File: src/design/tcp_regs.svh
/*
  Constants of the test command port: command word field positions, opcodes,
  configuration bit layout, coefficient bank shape and timing counts.
  Assumes nothing; definitions only.
*/
`ifndef TCP_REGS_SVH
`define TCP_REGS_SVH

// Command word shape and default field placement, opcode last
`define TCP_WORD_BITS        32
`define TCP_OPC_LSB          0
`define TCP_OPC_BITS         4
`define TCP_RADDR_LSB        4
`define TCP_RADDR_BITS       3
`define TCP_NVADDR_LSB       8
`define TCP_NVADDR_BITS      7
`define TCP_RDATA_LSB        16
`define TCP_RDATA_BITS       16
`define TCP_MSB_FIRST        1'b1

// Opcodes
`define TCP_OP_IDLE          4'h0
`define TCP_OP_WRITE_REG     4'h1
`define TCP_OP_NV_SET        4'h2
`define TCP_OP_NV_ERASE      4'h4
`define TCP_OP_CONV_REG_OBS  4'h8
`define TCP_OP_CONV_NV_OBS   4'hA
`define TCP_OP_CONV_REG_QT   4'hC
`define TCP_OP_CONV_NV_QT    4'hE
`define TCP_OPC_OBS_OFF_BIT  2
`define TCP_OPC_RELOAD_BIT   1
`define TCP_OPC_START_BIT    3

// Coefficient bank: offsets are register numbers
`define TCP_NUM_REGS         8
`define TCP_REG_BITS         16
`define TCP_NV_BITS          128
`define TCP_CFG_SETTINGS     3'h0
`define TCP_SCALE_COEFF      3'h1
`define TCP_LIN_TC_SCALE     3'h2
`define TCP_QUAD_TC_SCALE    3'h3
`define TCP_BASE_OFFSET      3'h4
`define TCP_LIN_TC_OFFSET    3'h5
`define TCP_QUAD_TC_OFFSET   3'h6
`define TCP_OUT_PEDESTAL     3'h7
`define TCP_REG_RESET        16'h0000

// Configuration register layout
`define TCP_CFG_BIAS_LSB     0
`define TCP_CFG_GAIN_LSB     3
`define TCP_CFG_AMP_BIT      7
`define TCP_CFG_TBIAS_LSB    9
`define TCP_CFG_REPEAT_BIT   15

// Timing: reset held low, in clock periods; conversion length (own choice)
`define TCP_RESET_LOW_CYC    16
`define TCP_CONV_CYC         16'h2000
`define TCP_NV_SET_REPEATS   375

`endif

File: src/design/tcp_pkg.sv
/*
  Types of the test command port.
  Assumes tcp_regs.svh is on the include path.
*/
package tcp_pkg;
  `include "tcp_regs.svh"

  typedef enum logic [1:0] {
    TCP_IDLE,
    TCP_SHIFT,
    TCP_EXEC
  } tcp_rx_state_t;

  typedef enum logic [1:0] {
    TCP_CV_IDLE,
    TCP_CV_LOAD,
    TCP_CV_RUN
  } tcp_conv_state_t;

endpackage : tcp_pkg

File: src/design/tcp_command_port.sv
/*
  Serial test command port with its coefficient bank, the 128-bit nonvolatile
  bit array and a conversion sequencer that streams observation words out.
  Assumes mclk is the tester-driven clock while test mode is high; the reset,
  test-mode and serial data pins come from the tester and are synchronised.
  The data line is delayed as far as the frame pin but not glitch-filtered.
*/
`timescale 1ns/1ps

module tcp_command_port
  import tcp_pkg::*;
#(
  parameter int unsigned OPC_LSB    = `TCP_OPC_LSB,
  parameter int unsigned RADDR_LSB  = `TCP_RADDR_LSB,
  parameter int unsigned NVADDR_LSB = `TCP_NVADDR_LSB,
  parameter int unsigned RDATA_LSB  = `TCP_RDATA_LSB,
  parameter bit          MSB_FIRST  = `TCP_MSB_FIRST,
  parameter logic [15:0] CONV_CYC   = `TCP_CONV_CYC
) (
  input  wire logic        mclk,
  input  wire logic        rstn,
  input  wire logic        test_mode_pin,
  input  wire logic        frame_rstn_pin,
  input  wire logic        sdio_i,
  input  wire logic        adc_sample_valid,
  input  wire logic [16:0] adc_sample,
  input  wire logic        observe_ready,
  output logic             sdio_o,
  output logic             sdio_oe,
  output logic             serial_observe_out,
  output logic             serial_observe_oe,
  output logic [2:0]       bias_trim_setting,
  output logic [1:0]       front_gain_setting,
  output logic             amp_enable,
  output logic [2:0]       thermal_bias_trim,
  output logic             conv_busy,
  output logic             coeff_valid,
  output logic [15:0]      coeff_data,
  output logic [2:0]       coeff_index
);

  // Bits in one command word
  localparam int W = `TCP_WORD_BITS;

  // Reset values match a tester that holds the frame pin low at power-up
  // Three-stage synchronisers for tester pins; stage 1 feeds only stage 2
  logic [2:0] rst_sync_q;
  logic [2:0] tm_sync_q;
  logic [2:0] sd_sync_q;
  logic       frame_lvl_q;
  logic       tm_lvl_q;
  logic       sd_lvl_q;
  always_ff @(posedge mclk or negedge rstn) begin
    if (!rstn) begin
      rst_sync_q <= 3'h0;
      tm_sync_q  <= 3'h0;
      sd_sync_q  <= 3'h0;
    end else begin
      rst_sync_q <= {rst_sync_q[1:0], frame_rstn_pin};
      tm_sync_q  <= {tm_sync_q[1:0], test_mode_pin};
      sd_sync_q  <= {sd_sync_q[1:0], sdio_i};
    end
  end

  // A level change counts once stages two and three agree, which rejects a
  // one-clock glitch on the slow control pins
  wire rst_agree = (rst_sync_q[1] == rst_sync_q[2]);
  wire tm_agree  = (tm_sync_q[1] == tm_sync_q[2]);
  // The data line is exempt: each command bit lasts a single clock, and the
  // agreement filter would swallow every bit that differs from both its neighbours.
  // It still passes as many stages, so data and frame stay aligned.
  always_ff @(posedge mclk or negedge rstn) begin
    if (!rstn) begin
      frame_lvl_q <= 1'b0;
      tm_lvl_q    <= 1'b0;
      sd_lvl_q    <= 1'b0;
    end else begin
      if (rst_agree) frame_lvl_q <= rst_sync_q[2];
      if (tm_agree) tm_lvl_q <= tm_sync_q[2];
      sd_lvl_q <= sd_sync_q[2];
    end
  end

  // Frame edges; the frame pin low in test mode also clears the bank
  logic frame_prev_q;
  always_ff @(posedge mclk or negedge rstn) begin
    if (!rstn) frame_prev_q <= 1'b0;
    else frame_prev_q <= frame_lvl_q;
  end
  wire frame_rise = frame_lvl_q & ~frame_prev_q & tm_lvl_q;
  wire frame_low  = ~frame_lvl_q;

  // Command receiver; the counter rests at 32 after a word and only a frame
  // low rearms it, so one frame carries at most one command.
  // Shift direction is a parameter; the default takes the top bit first
  tcp_rx_state_t rx_q;
  logic [W-1:0]  shift_q;
  logic [5:0]    bit_cnt_q;
  wire  [W-1:0]  shift_d = MSB_FIRST ? {shift_q[W-2:0], sd_lvl_q}
                                      : {sd_lvl_q, shift_q[W-1:1]};
  wire           last_bit = (bit_cnt_q == 6'(W - 1));
  always_ff @(posedge mclk or negedge rstn) begin
    if (!rstn) begin
      rx_q      <= TCP_IDLE;
      shift_q   <= '0;
      bit_cnt_q <= 6'h00;
    end else if (frame_low) begin
      rx_q      <= TCP_IDLE;
      bit_cnt_q <= 6'h00;
    end else begin
      unique case (rx_q)
        TCP_IDLE: begin
          if (frame_rise) rx_q <= TCP_SHIFT;
        end
        TCP_SHIFT: begin
          shift_q   <= shift_d;
          bit_cnt_q <= bit_cnt_q + 6'h01;
          if (last_bit) rx_q <= TCP_EXEC;
        end
        TCP_EXEC: rx_q <= TCP_IDLE;
      endcase
    end
  end

  // Field split of the received word
  // Default placement puts the opcode in the last four bits shifted in
  wire [3:0]  opc    = shift_q[OPC_LSB +: `TCP_OPC_BITS];
  wire [2:0]  raddr  = shift_q[RADDR_LSB +: `TCP_RADDR_BITS];
  wire [6:0]  nvaddr = shift_q[NVADDR_LSB +: `TCP_NVADDR_BITS];
  wire [15:0] rdata  = shift_q[RDATA_LSB +: `TCP_RDATA_BITS];
  wire        exec   = (rx_q == TCP_EXEC);
  // Reserved codes fall through every decode and act as idle
  wire do_write  = exec & (opc == `TCP_OP_WRITE_REG);
  wire do_set    = exec & (opc == `TCP_OP_NV_SET);
  wire do_erase  = exec & (opc == `TCP_OP_NV_ERASE);
  wire do_start  = exec & opc[`TCP_OPC_START_BIT] & ~opc[0];
  wire do_reload = do_start & opc[`TCP_OPC_RELOAD_BIT];
  wire obs_on    = ~opc[`TCP_OPC_OBS_OFF_BIT];

  // Nonvolatile bits: each set or erase takes one command, repeats are harmless
  // No single-bit clear exists; only the whole-array erase or rstn returns bits to zero
  logic [`TCP_NV_BITS-1:0] nv_q;
  always_ff @(posedge mclk or negedge rstn) begin
    if (!rstn) nv_q <= '0;
    else if (do_erase) nv_q <= '0;
    else if (do_set) nv_q[nvaddr] <= 1'b1;
  end

  // Coefficient bank; a frame low with test mode clears it on every clock,
  // so a write is lost at the next frame, before any conversion can start
  logic [15:0] bank_q [`TCP_NUM_REGS];
  tcp_conv_state_t cv_q;
  logic [2:0]      ld_idx_q;
  logic [15:0]     cyc_q;
  always_ff @(posedge mclk or negedge rstn) begin
    if (!rstn) begin
      for (int i = 0; i < `TCP_NUM_REGS; i++) bank_q[i] <= `TCP_REG_RESET;
    end else if (frame_low && tm_lvl_q) begin
      for (int i = 0; i < `TCP_NUM_REGS; i++) bank_q[i] <= `TCP_REG_RESET;
    end else if (do_write) begin
      bank_q[raddr] <= rdata;
    end else if (cv_q == TCP_CV_LOAD) begin
      bank_q[ld_idx_q] <= nv_q[ld_idx_q*16 +: 16];
    end
  end

  // Configuration fields steer the front end
  // Registered, so the front end sees a change one clock after the bank
  wire [15:0] cfg = bank_q[`TCP_CFG_SETTINGS];
  always_ff @(posedge mclk or negedge rstn) begin
    if (!rstn) begin
      bias_trim_setting  <= 3'h0;
      front_gain_setting <= 2'h0;
      amp_enable         <= 1'b0;
      thermal_bias_trim  <= 3'h0;
    end else begin
      bias_trim_setting  <= cfg[`TCP_CFG_BIAS_LSB +: 3];
      front_gain_setting <= cfg[`TCP_CFG_GAIN_LSB +: 2];
      amp_enable         <= cfg[`TCP_CFG_AMP_BIT];
      thermal_bias_trim  <= cfg[`TCP_CFG_TBIAS_LSB +: 3];
    end
  end

  // Saturate the sample to the 16-bit full scale
  // A guard bit unlike the sign means the input left the supply range
  wire        s_hi = ~adc_sample[16] & adc_sample[15];
  wire        s_lo = adc_sample[16] & ~adc_sample[15];
  wire [15:0] sample_sat = s_hi ? 16'h7FFF : s_lo ? 16'h8000 : adc_sample[15:0];
  logic [15:0] sample_q;
  always_ff @(posedge mclk or negedge rstn) begin
    if (!rstn) sample_q <= 16'h0000;
    else if (adc_sample_valid) sample_q <= sample_sat;
  end

  // Conversion sequencer; a new start restarts it
  // Reload walks the eight registers one per clock before the run begins.
  // A frame low ends any conversion, a repeating one included
  logic obs_q;
  wire  conv_end = (cv_q == TCP_CV_RUN) && (cyc_q == CONV_CYC);
  wire  repeat_f = cfg[`TCP_CFG_REPEAT_BIT];
  always_ff @(posedge mclk or negedge rstn) begin
    if (!rstn) begin
      cv_q     <= TCP_CV_IDLE;
      ld_idx_q <= 3'h0;
      cyc_q    <= 16'h0000;
      obs_q    <= 1'b0;
    end else if (frame_low) begin
      cv_q  <= TCP_CV_IDLE;
      obs_q <= 1'b0;
    end else if (do_start) begin
      cv_q     <= do_reload ? TCP_CV_LOAD : TCP_CV_RUN;
      ld_idx_q <= 3'h0;
      cyc_q    <= 16'h0000;
      obs_q    <= obs_on;
    end else begin
      unique case (cv_q)
        TCP_CV_IDLE: ;
        TCP_CV_LOAD: begin
          ld_idx_q <= ld_idx_q + 3'h1;
          if (ld_idx_q == 3'h7) cv_q <= TCP_CV_RUN;
        end
        TCP_CV_RUN: begin
          cyc_q <= cyc_q + 16'h0001;
          if (conv_end) begin
            cyc_q <= 16'h0000;
            if (!repeat_f) cv_q <= TCP_CV_IDLE;
          end
        end
      endcase
    end
  end

  // Two-entry buffer of observation words: bank 0..7 then the sample
  // A word leaves when the output register is empty or taken this clock, so a
  // stall by the receiver keeps it here instead of dropping it.
  // Tags travel with the words; the sample word carries tag 0, the same as register 0
  logic [15:0] buf_q [2];
  logic [2:0]  buf_tag_q [2];
  logic [1:0]  buf_cnt_q;
  logic        wr_ptr_q;
  logic        rd_ptr_q;
  logic [3:0]  push_idx_q;
  wire  in_valid = (cv_q == TCP_CV_RUN) && obs_q && (push_idx_q != 4'h9);
  wire  in_ready = (buf_cnt_q != 2'h2);
  wire  push     = in_valid & in_ready;
  wire  pop      = (buf_cnt_q != 2'h0) & (observe_ready | ~coeff_valid);
  wire [15:0] push_word = push_idx_q[3] ? sample_q : bank_q[push_idx_q[2:0]];
  always_ff @(posedge mclk or negedge rstn) begin
    if (!rstn) begin
      buf_cnt_q  <= 2'h0;
      wr_ptr_q   <= 1'b0;
      rd_ptr_q   <= 1'b0;
      push_idx_q <= 4'h0;
      buf_q[0] <= 16'h0000;
      buf_q[1] <= 16'h0000;
      buf_tag_q[0] <= 3'h0;
      buf_tag_q[1] <= 3'h0;
    end else begin
      if (do_start || conv_end) push_idx_q <= 4'h0;
      else if (push) push_idx_q <= push_idx_q + 4'h1;
      if (push) begin
        buf_q[wr_ptr_q]     <= push_word;
        buf_tag_q[wr_ptr_q] <= push_idx_q[2:0];
        wr_ptr_q            <= ~wr_ptr_q;
      end
      if (pop) rd_ptr_q <= ~rd_ptr_q;
      buf_cnt_q <= buf_cnt_q + {1'b0, push} - {1'b0, pop};
    end
  end

  // Observation output register and serialiser of the current word
  // Valid drops only when the receiver takes the word and none follows.
  // The bit counter wraps freely; a new word always restarts it at the top bit
  logic [3:0] ser_bit_q;
  always_ff @(posedge mclk or negedge rstn) begin
    if (!rstn) begin
      coeff_valid <= 1'b0;
      coeff_data  <= 16'h0000;
      coeff_index <= 3'h0;
      ser_bit_q   <= 4'h0;
    end else if (pop) begin
      coeff_valid <= 1'b1;
      coeff_data  <= buf_q[rd_ptr_q];
      coeff_index <= buf_tag_q[rd_ptr_q];
      ser_bit_q   <= 4'hF;
    end else begin
      if (observe_ready) coeff_valid <= 1'b0;
      ser_bit_q <= ser_bit_q - 4'h1;
    end
  end

  // Serial pin sources; both lines share one enable so they switch together.
  // Each pin lags the output word by one clock, the cost of registering it.
  // A frame low drops the enable one clock after the synchronised frame level falls, so the tester can take the line back
  wire cv_active = (cv_q != TCP_CV_IDLE);
  wire obs_drive = obs_q && cv_active && frame_lvl_q;
  wire tag_bit   = coeff_index[0] & coeff_valid;
  wire ser_bit   = coeff_data[ser_bit_q];

  // Serial pins driven only while observing
  always_ff @(posedge mclk or negedge rstn) begin
    if (!rstn) begin
      sdio_o             <= 1'b0;
      sdio_oe            <= 1'b0;
      serial_observe_out <= 1'b0;
      serial_observe_oe  <= 1'b0;
      conv_busy          <= 1'b0;
    end else begin
      sdio_oe            <= obs_drive;
      serial_observe_oe  <= obs_drive;
      serial_observe_out <= ser_bit;
      sdio_o             <= tag_bit;
      conv_busy          <= cv_active;
    end
  end

endmodule : tcp_command_port

File: config.mk
export PLATFORM = sky130hd
export DESIGN_NAME = tcp_command_port
export DESIGN_NICKNAME = d
export VERILOG_FILES = /design/src/design/tcp_pkg.sv /design/src/design/tcp_command_port.sv
export VERILOG_INCLUDE_DIRS = /design/src /design/src/design
export SDC_FILE = /design/constraint.sdc
export NUM_CORES = 1
export LEC_CHECK = 0
export BUFFER_PORTS_ARGS = -buffer_cell sky130_fd_sc_hd__buf_2
export CAP_MARGIN = 20
export CORE_AREA = 2 2 206 208
export CTS_CLUSTER_SIZE = 20
export DETAILED_ROUTE_END_ITERATION = 16
export DIE_AREA = 0 0 208 210
export GPL_ROUTABILITY_DRIVEN = 1
export HOLD_SLACK_MARGIN = 0.08
export PLACE_DENSITY_LB_ADDON = 0.08
export SLEW_MARGIN = 15
export SYNTH_ARGS = -nofsm -noshare
export SYNTH_HDL_FRONTEND = slang
export SYNTH_SLANG_ARGS = --single-unit
export TNS_END_PERCENT = 30
File: constraint.sdc
create_clock -name mclk -period 3 [get_ports mclk]
set_input_delay 0.15 -clock mclk [delete_from_list [all_inputs] [get_ports mclk]]
set_output_delay 0.15 -clock mclk [all_outputs]
set_load 0.02 [all_outputs]
==> After elaboration in Yosys (flattened, before gate mapping) <==
Cells that the tools add are included.
{ "classes": {"addsub": 7, "magnitude_cmp": 11, "n_eq_ne": 22, "shifts": 1, "muxes": 58, "n_bitwise": 29, "reduce_logical": 25} }
{ "op_table": {"columns": ["op", "count"], "rows": [
  ["two-way mux 128 bit", 5],
  ["bitwise mux 128 bit", 2],
  ["two-way mux 16 bit", 14],
  ["bitwise OR 128 bit", 1],
  ["indexed part select 128 x 8 -> 16 bit", 1],
  ["demux 16 bit (select 3 bit)", 2],
  ["binary-select mux 16 bit (select 3 bit)", 1],
  ["bitwise mux 32 bit", 1],
  ["two-way mux 2 bit", 9],
  ["two-way mux 3 bit", 6],
  ["adder 16 x 1 -> 16 bit (second input constant)", 1],
  ["demux 16 bit (select 1 bit)", 1],
  ["== test 16 x 14 -> 1 bit (second input constant)", 1],
  ["nonzero test 2 bit", 7],
  ["bitwise AND 1 bit", 13],
  ["greater-or-equal comparator 4 bit (second input constant)", 3],
  ["two-way mux 4 bit", 3],
  ["two-way mux 6 bit", 2],
  ["!= test 4 bit (second input constant)", 3],
  ["NOT 3 -> 4 bit", 3],
  ["logical AND 1 bit", 10],
  ["NOT 1 bit", 9],
  ["< comparator 4 x 1 -> 1 bit (second input constant)", 2],
  ["< comparator 7 x 8 -> 1 bit (second input constant)", 1],
  ["37 further kinds", 52]
]} }
{ "totals": {"reg_bits": 430, "in_bits": 24, "out_inout_bits": 34} }

==> Logic depth before layout (Yosys ltp) <==
{ "logic_depth": {"depth_word": 9, "ltp_mapped": 13, "mapped_depth_nobuf": 10} }

==> Least setup slack after synthesis <==
Ideal clock, no wire load.
{ "synth_path": {"path_type": "register -> register", "startpoint": "register push_idx_q[1]", "endpoint": "register buf_cnt_q[1]", "setup_ns": 0.123, "t_arrival_ns": 2.450, "required_ns": 2.877, "slack_ns": 0.427, "stages_incl_launch_ff": 14, "path_cell_list": "dfrtp_1 -> clkbuf_1 -> clkbuf_1 -> inv_1 -> ha_1 -> nand2_1 -> o2111a_1 -> clkbuf_1 -> inv_1 -> ha_1 -> inv_1 -> ha_1 -> xnor2_1 -> xnor2_1"} }
{ "synth_via": {"elab_chain_len": 5} }
{ "synth_lines": {"columns": ["item", "line", "source"], "rows": [
  ["from (decl)", "tcp_command_port.sv:242", "logic [3:0] push_idx_q;"],
  ["from (signal assigned)", "tcp_command_port.sv:260", "else if (push) push_idx_q <= push_idx_q + 4'h1;"],
  ["!= test 4 bit", "tcp_command_port.sv:243", "wire in_valid = (cv_q == TCP_CV_RUN) && obs_q && (push_idx_q != 4'h9);"],
  ["logical AND 1 bit", "tcp_command_port.sv:243", null],
  ["bitwise AND 1 bit", "tcp_command_port.sv:245", "wire push = in_valid & in_ready;"],
  ["adder 2 x 1 -> 2 bit", "tcp_command_port.sv:267", "buf_cnt_q <= buf_cnt_q + {1'b0, push} - {1'b0, pop};"],
  ["subtractor 2 x 1 -> 2 bit", "tcp_command_port.sv:267", null],
  ["to (signal assigned)", "tcp_command_port.sv:267", null],
  ["to (decl)", "tcp_command_port.sv:239", "logic [1:0] buf_cnt_q;"]
]} }
No other way between the ends.
A chain may end at the register's enable or synchronous reset.

==> Final worst setup path <==
{ "layout_path": {"startpoint": "register rx_q[0]", "endpoint": "register bank_q[60] (netlist bit)"} }
{ "layout_via": {"elab_chain_len": 4, "elab_cells_between_ends": 5, "classes_between": "1 x eq/ne; 2 x mux; 1 x bitwise; 1 x reduce/logical"} }
{ "layout_lines": {"columns": ["item", "line", "source"], "rows": [
  ["from (decl)", "tcp_command_port.sv:96", "tcp_rx_state_t rx_q;"],
  ["from (signal assigned)", "tcp_command_port.sv:104", "rx_q <= TCP_IDLE;"],
  ["from (signal assigned)", "tcp_command_port.sv:108", "rx_q <= TCP_IDLE;"],
  ["from (signal assigned)", "tcp_command_port.sv:113", "if (frame_rise) rx_q <= TCP_SHIFT;"],
  ["== test 2 bit *", "tcp_command_port.sv:131", "wire exec = (rx_q == TCP_EXEC);"],
  ["bitwise AND 1 bit *", "tcp_command_port.sv:133", "wire do_write = exec & (opc == `TCP_OP_WRITE_REG);"],
  ["two-way mux 128 bit", "tcp_command_port.sv:160", "end else if (do_write) begin"],
  ["two-way mux 128 bit", "tcp_command_port.sv:158", "end else if (frame_low && tm_lvl_q) begin"],
  ["to (signal, indexed assignment)", "tcp_command_port.sv:161", "bank_q[raddr] <= rdata;"],
  ["to (signal, indexed assignment)", "tcp_command_port.sv:163", "bank_q[ld_idx_q] <= nv_q[ld_idx_q*16 +: 16];"],
  ["to (decl)", "tcp_command_port.sv:151", "logic [15:0] bank_q [`TCP_NUM_REGS];"]
]} }
Every way passes the cells marked *; elsewhere a longest branch is shown, timed or not.

==> impl_metrics.csv <==
group,metric,value,unit
status,status,"completed",
timing,fin_tns_setup,0,ns
cells_and_area,fin_nets,2013,
hold_path,min-delay-path-class,"in2reg",
synth,ys_seq_area_share,52.6,%
global_route,grt_usage,26.5,%
floorplanning,ios,58,
global_route,antenna_found_initial,0,
critical_path,worstPathRequired,3.51,ns
cells_and_area,antenna_cells,0,
clocking,clock_path_buffers,3,
synth,syn_area,20400,um^2
clocking,cts_tree,"yes",
timing,finalSetupViolCount,0,
global_route,grt_pass1_vias,15100,
floorplanning,dieArea,43700,um^2
routing,drtPass1Iterations,5,
routing,wirelength,56.7,mm
power_and_ir_drop,peakVddDrop,0.573,mV
clocking,clk_latency,0.57,ns
floorplanning,core.rowCount,75,
clocking,cts-root-buf,"clkbuf_16",
cells_and_area,drive_gt1_share,18.6,%
timing,slew_viol_final,0,
synth,yosysWarnings,0,
power_and_ir_drop,p_per_area,686,nW/um^2
timing,tightest_slew,1.09,ns
timing,finalClockSkew,0.0128,ns
cells_and_area,final_util,56.8,%
global_route,grt-ovfl-total,0,
floorplanning,core-area,41500,um^2
job,drv_cap,0,
critical_path,endpoint_kind,"flip-flop",
floorplanning,die_w,208,um
floorplanning,die_height,210,um
clocking,path_clk_slew,0.06,ns
synth,synth-edff-count,0,
routing,wire_per_inst,22.3,um
clocking,cts_buffers,48,
timing,period_needed,2.68,ns
timing,fmax,0.373,GHz
critical_path,cp.arrival,3.19,ns
synth,async_flop_share,100,%
synth,synth_ff_type,"dfrtp_1",
cells_and_area,area_growth,15.2,%
synth,postSynthAreaPerCell,10.8,um^2
cells_and_area,fill_cells,3587,
routing,drc,0,
clocking,cts-htree-levels,2,
critical_path,cp_max_fo,13,
synth,netlist-cell-type-count,81,
clocking,cts_hold_buf,38,
clocking,cts_sinks,430,
placement,hpwl,36.6,mm
cells_and_area,seq_area,10800,um^2
synth,synth-seq-cells,430,
clocking,cts_resized,0,
routing,final_antenna_net_count,0,
clocking,cts_setup_buffers,0,
routing,drt-initial-drc-count,1197,
timing,relSlewSlack,26.8,%
floorplanning,start_util,49.3,%
timing,rsz0062_at_grt,"no",
placement,io_buffers,57,
global_route,grt_pass1_wl,90.2,mm
power_and_ir_drop,power_leakage,0.0102,uW
timing,report.final.hold_viol_count,0,
routing,num_vias,15200,
timing,fin_crit_sh,89.3,%
critical_path,start_kind,"flip-flop",
global_route,grt_start_max_net_pins,129,
synth,syn_nets,1937,
cells_and_area,multi_input_area,8860,um^2
placement,gp_congestion,0.858,
synth,syn_inst,1896,
routing,viasPerCell,5.96,
critical_path,setup.worst_path.class,"reg2reg",
==> cells in the final DEF (no fill, tap or decap), types with 55 or more instances in the layout <==
| cell | instances |
|---|---|
| dfrtp_1 | 428 |
| buf_4 | 74 |
| buf_2 | 56 |
| o21ai_0 | 90 |
| nor2_1 | 195 |
| o211ai_1 | 63 |
| mux2_2 | 55 |
| a21oi_1 | 164 |
| mux2i_1 | 56 |
| nand2_1 | 189 |
==> synthesized netlist by cell type (all sizes together), types with 16 or more instances <==
library cell,n,area (um^2)
xnor2,16,140
a2bb2oi,51,447
nand2,190,716
clkbuf,90,338
mux2i,57,574
nor4,23,229
dfrtp,430,10800
a32oi,17,149
nor3,19,140
nor2,195,732
o21a,46,345
a21oi,166,838
buf,63,343
o211ai,63,473
o21ai,122,611
ha,17,213
mux4,48,1080
inv,47,176
mux2,55,619
==> where the power goes <==
group	switching [uW]	leakage, uW	internal (uW)	total (uW)
Sequential	538	0.00574	6360	6900
Clock	2360	0.000811	3760	6120
Combinational	1830	0.00368	1300	3140
==> logic make-up (layout without fill, tap and decap cells) <==
group / after synthesis / in the layout / share of synthesized area (%)
compound gates: 556 / 556 / 18.1
simple gates: 507 / 507 / 11.8
flops: 430 / 430 / 52.6
buf+inv: 200 / 312 / 4.19
mux: 160 / 160 / 11.1
xor+xnor: 24 / 24 / 1.03
fa+ha+maj: 19 / 19 / 1.14
==> worst paths after layout <==
path / start / endpoint / slack [ns] / depth (start not counted)
min in group asynchronous: rstn / tm_sync_q[0] / 0.22 / 2
min: adc_sample_valid / sample_q[10] / 0.14 / 2
max reg2reg: rx_q[0] / bank_q[60] / 0.32 / 8
max: rx_q[0] / bank_q[60] / 0.32 / 8
min reg2reg: sd_sync_q[0] / sd_sync_q[1] / 0.35 / 0
max in group asynchronous: rstn / bank_q[16] / 1.90 / 3
==> metrics by stage <==
| step | hold slack, ns | instances | cell area [um^2] | total power (uW) | setup WS, ns |
|---|---|---|---|---|---|
| after global placement | 0.242 | 2422 | 21500 | 10000 | 0.436 |
| after global routing | 0.160 | 2547 | 23600 | 16800 | 0.184 |
| after detailed placement | 0.244 | 2422 | 21500 | 10100 | 0.376 |
| final | 0.139 | 2547 | 23600 | 16200 | 0.321 |
| after CTS | 0.0922 | 2546 | 23600 | 16300 | 0.346 |
| after floorplan | -0.146 | 1896 | 20400 | 8920 | 0.427 |
==> state kept, by name, indices dropped and copies added (netlist names), 6 cells and up <==
register    flops
bank_q        112
sample_q       16
shift_q        32
cyc_q          16
buf_tag_q       6
cfg            16
buf_q          32
bit_cnt_q       6
nv_q          128
coeff_data     16
==> critical path: stages, from the launching register on <==
cell      delay, ns
dfrtp_1        0.40
inv_1          0.08
ha_1           0.30
and4bb_2       0.33
a211oi_1       0.25
buf_4          0.23
nand2_1        0.48
o211ai_1       0.39
o21a_1         0.16
==> layout make-up <==
cell class | count | share of cell area [%]
Inverter | 47 | 0.749
Tap cell | 539 | 2.86
Sequential cell | 430 | 45.7
Clock inverter | 13 | 0.828
Clock buffer | 73 | 6.18
Timing Repair Buffer | 179 | 6.08
Multi-Input combinational cell | 1266 | 37.6
==> routing by layer <==
metal,global-route usage (%),vias to the layer above,wire (um)
met5,0,-,0
met4,9.51,0,1810
met3,3.98,92,3610
met2,40.5,489,25800
met1,38.7,7622,25500
li1,-,6973,-
Note: power is estimated with default switching activity, not from simulation.
